<file path="config.mk">
export PLATFORM = sky130hd
export DESIGN_NAME = atx_top
export DESIGN_NICKNAME = d
export VERILOG_FILES = /design/src/verilog/atx_pkg.sv /design/src/verilog/atx_stream_if.sv /design/src/verilog/atx_buf2.sv /design/src/verilog/atx_shifter.sv /design/src/verilog/atx_top.sv
export SDC_FILE = /design/constraint.sdc
export NUM_CORES = 1
export LEC_CHECK = 0
export ABC_AREA = 1
export BUFFER_PORTS_ARGS = -buffer_cell sky130_fd_sc_hd__buf_4
export CORE_UTILIZATION = 30
export DETAILED_ROUTE_END_ITERATION = 8
export PLACE_DENSITY = 0.41
export RECOVER_POWER = 100
export SYNTH_ARGS = -nofsm -noshare
export SYNTH_HDL_FRONTEND = slang
export SYNTH_HIERARCHICAL = 1
export SYNTH_SLANG_ARGS = --single-unit
</file>
<file path="constraint.sdc">
create_clock -name clk_i -period 2.7 [get_ports clk_i]
set_input_delay 0.54 -clock clk_i [delete_from_list [all_inputs] [get_ports clk_i]]
set_output_delay 0.54 -clock clk_i [all_outputs]
set_load 0.03 [all_outputs]
</file>
<file path="src/verilog/atx_pkg.sv">
// Shared constants and types of the asynchronous transmit block
`default_nettype none
package atx_pkg;

    // ************************************************************
    // Register map
    // ************************************************************
    localparam logic [15:0] ADDR_PORT_FN = 16'hFF91;
    localparam logic [15:0] ADDR_GP = 16'hFF92;
    localparam logic [15:0] ADDR_MODE = 16'hFF98;
    localparam logic [15:0] ADDR_BAUD = 16'hFF99;
    localparam logic [15:0] ADDR_CTRL = 16'hFF9A;
    localparam logic [15:0] ADDR_HOLD = 16'hFF9B;
    localparam logic [15:0] ADDR_STAT = 16'hFF9C;

    // ************************************************************
    // Field positions
    // ************************************************************
    localparam int PF_TXD_SEL = 4;
    localparam int PF_ALT_SEL = 5;
    localparam int GP_OUT = 0;
    localparam int GP_DIR = 1;
    localparam int GP_PIN = 7;
    localparam int MODE_STOP2 = 3;
    localparam int MODE_CHR7 = 6;
    localparam int CTRL_TE = 5;
    localparam int ST_TX_HOLDING_EMPTY = 7;
    localparam int ST_TX_COMPLETE_FLAG = 2;

    // ************************************************************
    // Reset values and frame counts
    // ************************************************************
    localparam logic [7:0] PORT_FN_RST = 8'h00;
    localparam logic [7:0] GP_RST = 8'h00;
    localparam logic [7:0] MODE_RST = 8'h00;
    localparam logic [7:0] BAUD_RST = 8'h0F;
    localparam logic [7:0] CTRL_RST = 8'h00;
    localparam logic [7:0] HOLD_RST = 8'hFF;
    localparam logic [3:0] DATA8_LAST = 4'h7;
    localparam logic [3:0] DATA7_LAST = 4'h6;

    typedef enum logic [1:0] {SH_IDLE, SH_START, SH_DATA, SH_STOP} atx_sh_state_t;

endpackage : atx_pkg
`default_nettype wire

</file>
<file path="src/verilog/atx_stream_if.sv">
// Valid/ready byte stream between the transmit stages
`timescale 1ns/1ps
`default_nettype none
interface atx_stream_if #(parameter int W = 8);
    logic valid;
    logic ready;
    logic [W-1:0] data;
    modport src (output valid, output data, input ready);
    modport snk (input valid, input data, output ready);
endinterface : atx_stream_if
`default_nettype wire

</file>
<file path="src/verilog/atx_buf2.sv">
// Small valid/ready buffer ahead of the shift stage
`timescale 1ns/1ps
`default_nettype none
module atx_buf2 import atx_pkg::*; #(
    parameter int W = 8,
    parameter int DEPTH = 2
) (
    input wire logic clk_i,
    input wire logic arst_n_i,
    input wire logic flush_i,
    atx_stream_if.snk in_s,
    atx_stream_if.src out_s
);
    // DEPTH must be a power of two so the pointers wrap by themselves
    localparam int PW = $clog2(DEPTH);
    logic [W-1:0] mem [DEPTH];
    logic [W-1:0] next_mem [DEPTH];
    logic [PW-1:0] wr_ptr, rd_ptr, next_wr_ptr, next_rd_ptr;
    logic [PW:0] count, next_count;
    logic push, pop;

    assign in_s.ready = (count != (PW+1)'(DEPTH)) && !flush_i;
    assign out_s.valid = (count != '0) && !flush_i;
    assign out_s.data = mem[rd_ptr];
    assign push = in_s.valid && in_s.ready;
    assign pop = out_s.valid && out_s.ready;

    always_comb begin
        next_mem = mem;
        next_wr_ptr = wr_ptr;
        next_rd_ptr = rd_ptr;
        next_count = count;
        if (flush_i) begin
            next_wr_ptr = '0;
            next_rd_ptr = '0;
            next_count = '0;
        end else begin
            if (push) begin
                next_mem[wr_ptr] = in_s.data;
                next_wr_ptr = wr_ptr + 1'b1;
            end
            if (pop) begin
                next_rd_ptr = rd_ptr + 1'b1;
            end
            next_count = count + (PW+1)'(push) - (PW+1)'(pop);
        end
    end

    always_ff @(posedge clk_i or negedge arst_n_i) begin
        if (!arst_n_i) begin
            for (int i = 0; i < DEPTH; i++) begin
                mem[i] <= '0;
            end
            wr_ptr <= '0;
            rd_ptr <= '0;
            count <= '0;
        end else begin
            mem <= next_mem;
            wr_ptr <= next_wr_ptr;
            rd_ptr <= next_rd_ptr;
            count <= next_count;
        end
    end

endmodule : atx_buf2
`default_nettype wire

</file>
<file path="src/verilog/atx_shifter.sv">
// Serial framer: start bit, data bits LSB first, stop bits
`timescale 1ns/1ps
`default_nettype none
module atx_shifter import atx_pkg::*; (
    input wire logic clk_i,
    input wire logic arst_n_i,
    input wire logic en_i,
    input wire logic chr7_i,
    input wire logic stop2_i,
    input wire logic [7:0] bit_len_i,
    atx_stream_if.snk in_s,
    output logic txd_o,
    output logic done_o
);
    atx_sh_state_t st, next_st;
    logic [7:0] shreg, next_shreg;
    logic [7:0] tick, next_tick;
    logic [3:0] bcnt, next_bcnt;
    logic next_txd;
    logic bit_end;
    logic [3:0] last_idx;

    assign bit_end = (tick == bit_len_i);
    assign last_idx = chr7_i ? DATA7_LAST : DATA8_LAST;
    assign done_o = en_i && (st == SH_STOP) && bit_end && (!stop2_i || bcnt != 4'h0);
    // Take the next byte on the last stop tick so frames run back to back
    assign in_s.ready = en_i && (st == SH_IDLE || done_o);

    always_comb begin
        next_st = st;
        next_shreg = shreg;
        next_bcnt = bcnt;
        next_txd = txd_o;
        next_tick = bit_end ? 8'h00 : tick + 8'h01;
        if (!en_i) begin
            next_st = SH_IDLE;
            next_txd = 1'b1;
            next_tick = 8'h00;
        end else if (in_s.valid && in_s.ready) begin
            next_st = SH_START;
            next_shreg = in_s.data;
            next_txd = 1'b0;
            next_tick = 8'h00;
        end else begin
            case (st)
                SH_IDLE: begin
                    next_txd = 1'b1;
                    next_tick = 8'h00;
                end
                SH_START: begin
                    if (bit_end) begin
                        next_st = SH_DATA;
                        next_bcnt = 4'h0;
                        next_txd = shreg[0];
                    end
                end
                SH_DATA: begin
                    if (bit_end && bcnt == last_idx) begin
                        next_st = SH_STOP;
                        next_bcnt = 4'h0;
                        next_txd = 1'b1;
                    end else if (bit_end) begin
                        next_shreg = {1'b1, shreg[7:1]};
                        next_bcnt = bcnt + 4'h1;
                        next_txd = shreg[1];
                    end
                end
                SH_STOP: begin
                    if (done_o) begin
                        next_st = SH_IDLE;
                    end else if (bit_end) begin
                        next_bcnt = 4'h1;
                    end
                end
                default: begin
                    next_st = SH_IDLE;
                end
            endcase
        end
    end

    always_ff @(posedge clk_i or negedge arst_n_i) begin
        if (!arst_n_i) begin
            st <= SH_IDLE;
            shreg <= 8'hFF;
            tick <= 8'h00;
            bcnt <= 4'h0;
            txd_o <= 1'b1;
        end else begin
            st <= next_st;
            shreg <= next_shreg;
            tick <= next_tick;
            bcnt <= next_bcnt;
            txd_o <= next_txd;
        end
    end
endmodule : atx_shifter
`default_nettype wire

</file>
<file path="src/verilog/atx_top.sv">
// Transmit side of an asynchronous serial channel with pin routing
//
// Summary of operation
// - Pin-select bit 4 routes the shared pin: 0 general port, 1 serial out.
// - Serial transmission only runs while transmit enable bit 5 is 1.
// - Holding-empty flag reads 1 while transmit enable is 0.
// - Byte write with enable 1 clears holding-empty and starts sending.
// - Transmit-end flag, status bit 2, is set while enable is 0.
// - Transmit-end sets when the last bit leaves with nothing waiting.
// - Writing 0 to holding-empty after reading 1 clears transmit-end.
// - Writing a holding byte also clears transmit-end.
// - Pending byte moves to the shifter as soon as it frees up.
// - Holding-empty sets when a byte leaves the holding register, unless a holding write lands in the same cycle.
//
// The strobed register port was left to the implementer.
`timescale 1ns/1ps
`default_nettype none
module atx_top import atx_pkg::*; (
    input wire logic clk_i,
    input wire logic arst_n_i,
    input wire logic [15:0] addr_i,
    input wire logic [7:0] wdata_i,
    input wire logic wr_i,
    input wire logic rd_i,
    output logic [7:0] rdata_o,
    input wire logic pin_i,
    output logic pin_o,
    output logic pin_oe_o,
    output logic alt_pin_o,
    output logic alt_pin_oe_o
);
    // ************************************************************
    // Declarations
    // ************************************************************
    logic [7:0] port_fn, next_port_fn;
    logic [7:0] gp, next_gp;
    logic [7:0] mode, next_mode;
    logic [7:0] baud, next_baud;
    logic [7:0] ctrl, next_ctrl;
    logic [7:0] hold_data, next_hold_data;
    logic hold_full, next_hold_full;
    logic tx_holding_empty, next_tx_holding_empty;
    logic tx_complete_flag, next_tx_complete_flag;
    // Set by a status read that saw holding-empty as one
    logic tx_holding_empty_seen, next_tx_holding_empty_seen;
    logic [7:0] next_rdata;
    logic pin_s1, pin_s2, pin_s3;
    logic pin_level, next_pin_level;
    logic te, txd_sel, alt_sel, txd_line, done;
    logic tx_holding_empty_view, tx_complete_flag_view;
    logic hold_wr, stat_wr, stat_rd, clr_ok, xfer;

    atx_stream_if #(.W(8)) hs ();
    atx_stream_if #(.W(8)) bs ();

    assign te = ctrl[CTRL_TE];
    assign txd_sel = port_fn[PF_TXD_SEL];
    assign alt_sel = port_fn[PF_ALT_SEL];
    assign hold_wr = wr_i && (addr_i == ADDR_HOLD);
    assign stat_wr = wr_i && (addr_i == ADDR_STAT);
    assign stat_rd = rd_i && (addr_i == ADDR_STAT);
    // Only a zero written after a read of one counts as a clear
    assign clr_ok = stat_wr && !wdata_i[ST_TX_HOLDING_EMPTY] && tx_holding_empty_seen;

    assign tx_holding_empty_view = tx_holding_empty || !te;
    assign tx_complete_flag_view = tx_complete_flag || !te;

    // ************************************************************
    // Data path: holding register, buffer, shifter
    // ************************************************************
    // hand-over gated by enable
    assign hs.valid = hold_full && te;
    assign hs.data = hold_data;
    assign xfer = hs.valid && hs.ready;

    atx_buf2 #(.W(8), .DEPTH(2)) u_buf (
        .clk_i(clk_i),
        .arst_n_i(arst_n_i),
        .flush_i(!te),
        .in_s(hs.snk),
        .out_s(bs.src)
    );

    // shifter pulls the next byte without a gap
    atx_shifter u_shift (
        .clk_i(clk_i),
        .arst_n_i(arst_n_i),
        .en_i(te),
        .chr7_i(mode[MODE_CHR7]),
        .stop2_i(mode[MODE_STOP2]),
        .bit_len_i(baud),
        .in_s(bs.snk),
        .txd_o(txd_line),
        .done_o(done)
    );

    // ************************************************************
    // Pin routing
    // ************************************************************
    // pin select picks serial or port
    assign pin_o = txd_sel ? txd_line : gp[GP_OUT];
    assign pin_oe_o = txd_sel || gp[GP_DIR];
    // Unselected second pin idles high, so no false start leaves it
    assign alt_pin_o = alt_sel ? txd_line : 1'b1;
    assign alt_pin_oe_o = alt_sel;

    // ************************************************************
    // Configuration registers
    // ************************************************************
    always_comb begin
        next_port_fn = port_fn;
        next_gp = gp;
        next_mode = mode;
        next_baud = baud;
        next_ctrl = ctrl;
        next_hold_data = hold_data;
        if (wr_i) begin
            case (addr_i)
                ADDR_PORT_FN: next_port_fn = wdata_i;
                ADDR_GP: next_gp = wdata_i;
                ADDR_MODE: next_mode = wdata_i;
                ADDR_BAUD: next_baud = wdata_i;
                ADDR_CTRL: next_ctrl = wdata_i;
                ADDR_HOLD: next_hold_data = wdata_i;
                default: next_ctrl = ctrl;
            endcase
        end
    end

    always_ff @(posedge clk_i or negedge arst_n_i) begin
        if (!arst_n_i) begin
            port_fn <= PORT_FN_RST;
            gp <= GP_RST;
            mode <= MODE_RST;
            baud <= BAUD_RST;
            ctrl <= CTRL_RST;
            hold_data <= HOLD_RST;
        end else begin
            port_fn <= next_port_fn;
            gp <= next_gp;
            mode <= next_mode;
            baud <= next_baud;
            ctrl <= next_ctrl;
            hold_data <= next_hold_data;
        end
    end

    // ************************************************************
    // Status flags
    // ************************************************************
    always_comb begin
        next_hold_full = hold_full;
        next_tx_holding_empty = tx_holding_empty;
        next_tx_complete_flag = tx_complete_flag;
        next_tx_holding_empty_seen = tx_holding_empty_seen;
        if (!te) begin
            next_hold_full = 1'b0;
        end else if (hold_wr) begin
            next_hold_full = 1'b1;
        end else if (xfer) begin
            next_hold_full = 1'b0;
        end
        // transfer sets unless a holding write lands, and beats a status clear
        if (!te || (xfer && !hold_wr)) begin
            next_tx_holding_empty = 1'b1;
        end else if (hold_wr || clr_ok) begin
            next_tx_holding_empty = 1'b0;
        end
        if (!te || (done && tx_holding_empty && !bs.valid)) begin
            next_tx_complete_flag = 1'b1;
        end else if (clr_ok || hold_wr) begin
            next_tx_complete_flag = 1'b0;
        end
        // Any status write spends the read, so a stale read cannot clear
        if (stat_rd && tx_holding_empty_view) begin
            next_tx_holding_empty_seen = 1'b1;
        end else if (stat_wr) begin
            next_tx_holding_empty_seen = 1'b0;
        end
    end

    always_ff @(posedge clk_i or negedge arst_n_i) begin
        if (!arst_n_i) begin
            hold_full <= 1'b0;
            tx_holding_empty <= 1'b1;
            tx_complete_flag <= 1'b1;
            tx_holding_empty_seen <= 1'b0;
        end else begin
            hold_full <= next_hold_full;
            tx_holding_empty <= next_tx_holding_empty;
            tx_complete_flag <= next_tx_complete_flag;
            tx_holding_empty_seen <= next_tx_holding_empty_seen;
        end
    end

    // ************************************************************
    // Port pin input and read port
    // ************************************************************
    // Two agreeing samples filter a slow or bouncing edge
    assign next_pin_level = (pin_s2 == pin_s3) ? pin_s2 : pin_level;

    always_comb begin
        next_rdata = 8'h00;
        if (rd_i) begin
            case (addr_i)
                ADDR_PORT_FN: next_rdata = port_fn;
                ADDR_GP: next_rdata = {pin_level, gp[6:0]};
                ADDR_MODE: next_rdata = mode;
                ADDR_BAUD: next_rdata = baud;
                ADDR_CTRL: next_rdata = ctrl;
                ADDR_HOLD: next_rdata = hold_data;
                ADDR_STAT: begin
                    next_rdata[ST_TX_HOLDING_EMPTY] = tx_holding_empty_view;
                    next_rdata[ST_TX_COMPLETE_FLAG] = tx_complete_flag_view;
                end
                default: next_rdata = 8'h00;
            endcase
        end
    end

    always_ff @(posedge clk_i or negedge arst_n_i) begin
        if (!arst_n_i) begin
            pin_s1 <= 1'b1;
            pin_s2 <= 1'b1;
            pin_s3 <= 1'b1;
            pin_level <= 1'b1;
            rdata_o <= 8'h00;
        end else begin
            pin_s1 <= pin_i;
            pin_s2 <= pin_s1;
            pin_s3 <= pin_s2;
            pin_level <= next_pin_level;
            rdata_o <= next_rdata;
        end
    end
endmodule : atx_top
`default_nettype wire

</file>
==> impl_metrics.ini <==
[global_route]
antenna_found_initial = 0
grt-ovfl-total = 0
grt_pass1_wl_um = 24000
grt_usage_pct = 16.1
grt_pass1_vias = 4375
grt_max_degree = 46

[synthesis]
synth_area_um2 = 5620
ys_ff_latch = 106
synth_warnings = 6
synth_area_leaders = dfrtp_1 35%, nand2_1 13%, dfstp_2 13%, nand3_1 5.3%, o21ai_1 4.2%
synth_top_cell_by_area = dfrtp_1
synth-main-ff-cell = dfrtp_1
synthMostInstantiatedCell = nand2_1
ys_seq_area_share_pct = 47.8
ys_types = 41
synth-async-reset-ratio_pct = 100
synth_cells = 679
synth-edff-count = 0
syn-num-nets = 719
synth_common_cells = 198 x nand2_1, 79 x dfrtp_1, 62 x inv_1
synth_top_area_share_pct = 35.2
avgSynthCellArea_um2 = 8.28

[sta]
rsz0062_at_grt = false
min_period_ps = 2480
fin_setup_tns_ps = 0
tightestPinTransition_ps = 1200
setup_viol = 0
slew_headroom_pct = 19.8
min_period_over_period_pct = 91.8
finalMaxSlewViolations = 0
hold_viol = 0
fmax_mhz = 403
skew_ps = 11.7

[critical_path]
slowest_delay_ps = 730
critPathKind = in2reg
slowest_stage = nand3_1
required_ps = 2960
path_delay_family = simple AND/OR/NAND/NOR gates
arrival_ps = 2740
cp_cell_sequence = clkbuf_4, nor2_1, nand2_4, nor2_1, nand3_1, o21ai_0
crit_path_frequent_cell = nor2_1
start_kind = primary input
critPathMaxFanout = 16
crit_buf_inv = 1
end_kind = flip-flop

[floorplan]
rows = 49
core_um2 = 18100
dieArea_um2 = 19300
fp.dieH_um = 139
io-pin-count = 41
die_w_um = 139
initial_core_util_pct = 31.0

[placed_design]
dp_hpwl_um = 10300
dp_cells = 938
gp_congestion = 0.776
portBuffers = 40

[hold_path]
hold_class = in2reg

[routing]
vias = 4480
drc = 0
first_pass_iters = 4
routed_via_density = 4.70
drt_iter0_drc = 253
ant_nets = 0
finalWirelength_um = 14500
wl_per_cell_um = 15.2

[pwr]
p_per_area_nw_per_um2 = 500
finalPower_uw = 3130
peakVddDrop_mv = 0.270
leakage_uw = 0.00299

[flow_run]
cap_viol_max_count = 0

[outcome]
status = complete, no violations

[clock_network]
cts.sinks = 106
cts_tree = yes
cts-root-buf = clkbuf_16
clk_pin_slew_ps = 80
clk_latency_ps = 360
h-tree-depth = 3
post_cts_buffers = 0
hold_buffers = 0
ctsLongestPathBuffers = 2
numCtsBuffers = 9
cts.repair.resized = 0

[final_layout]
area_growth_pct = 11.2
antenna_cells = 0
fin_nets = 760
drive_gt1_share_pct = 14.2
final_cells = 954
## final cells by class
cell class                      count  area (µm²)
Fill cell                        1932       11900
Sequential cell                   106        2690
Multi-Input combinational cell    484        2400
Timing Repair Buffer               50         302
Tap cell                          229         287
Inverter                           69         259
Clock buffer                       10         239
Clock inverter                      6        78.8
## worst reg2reg max path, stage by stage, from the launching register on
cell     delay (ps)
dfrtp_1         450
ha_1            260
nand2_1          90
a31oi_1         160
nand3_1         190
nand2_4         120
inv_1            60
nor2_4          180
nand2_1         100
inv_1            60
ha_1            210
inv_1            50
ha_1            150
nand3_1          70
nand2_1          60
nor2_1           40
## cells by family after synthesis
family                     after synthesis  share of synthesized area (%)
DFF                                    106                           47.8
AOI/OAI and AO/OA                       90                           8.44
xor gates and xnor gates                 9                           1.40
and+or+nand+nor                        373                           32.7
buffers and inverters                   89                           7.08
adders and majority gates               12                           2.63
## final timing paths
check / cells past startpoint / endpoint / from / slack, ps
worst min-delay path: 1 / pin_s1$_DFF_PN1_ / pin_i / 280
min in group asynchronous: 1 / u_buf/mem[1]$_DFFE_PN0P_ / arst_n_i / 380
worst max-delay path: 6 / port_fn[5]$_DFFE_PN0P_ / addr_i[5] / 220
max in group asynchronous: 2 / port_fn[5]$_DFFE_PN0P_ / arst_n_i / 580
worst min register to register: 0 / pin_s2$_DFF_PN1_ / pin_s1$_DFF_PN1_ / 360
worst max register to register: 15 / u_buf/count[1]$_DFF_PN0_ / u_shift/st[1]$_DFFE_PN0P_ / 340
## per-layer routing
layer	part of all wire [%]	GRT usage, %	up-vias
met5	0	0	-
met4	1.1	4.04	0
met3	3.0	3.52	8
met2	48	26.7	61
met1	48	21.3	2136
li1	-	-	2275
## per-stage QoR
step	area (µm²)	setup slack, ps	hold slack (ps)	util (%)
global route	6250	71.8	255	34.5
detailed placement	6170	361	347	34.0
global placement	6170	392	346	34.0
floorplan	5620	597	244	-
finish	6250	222	278	34.5
CTS	6490	342	204	35.7
## placed cells by master, fill, tap and decap left out, types with 10 or more instances in the layout
| master | Yosys | layout |
|---|---|---|
| buf_4 | 2 | 27 |
| o21ai_0 | 17 | 42 |
| o21ai_1 | 47 | 22 |
| inv_1 | 62 | 63 |
| nand4_1 | 17 | 18 |
| ha_1 | 11 | 11 |
| dfrtp_1 | 79 | 79 |
| clkbuf_1 | 1 | 17 |
| nor2_1 | 51 | 55 |
| nand3_1 | 59 | 67 |
| nand2_1 | 198 | 201 |
| nand3_2 | 14 | 10 |
| a21oi_1 | 19 | 21 |
| dfstp_2 | 27 | 24 |
## sequential cells by signal, indices dropped and copies added, names as in the netlist, 2 cells and up
register       flops
u_buf/mem         16
baud               8
ctrl               8
hold_data          8
mode               8
port_fn            8
rdata_o            8
u_shift/shreg      8
u_shift/tick       8
gp                 7
u_shift/bcnt       4
u_buf/count        2
u_shift/st         2
## where the power goes
part | total (µW) | switching [µW] | internal [µW]
sequential | 1600 | 1.92 | 1590
combinational | 108 | 75.1 | 33.0
clock | 1420 | 656 | 768
total | 3130 | 733 | 2390
Power figures use the tool's default switching activity.
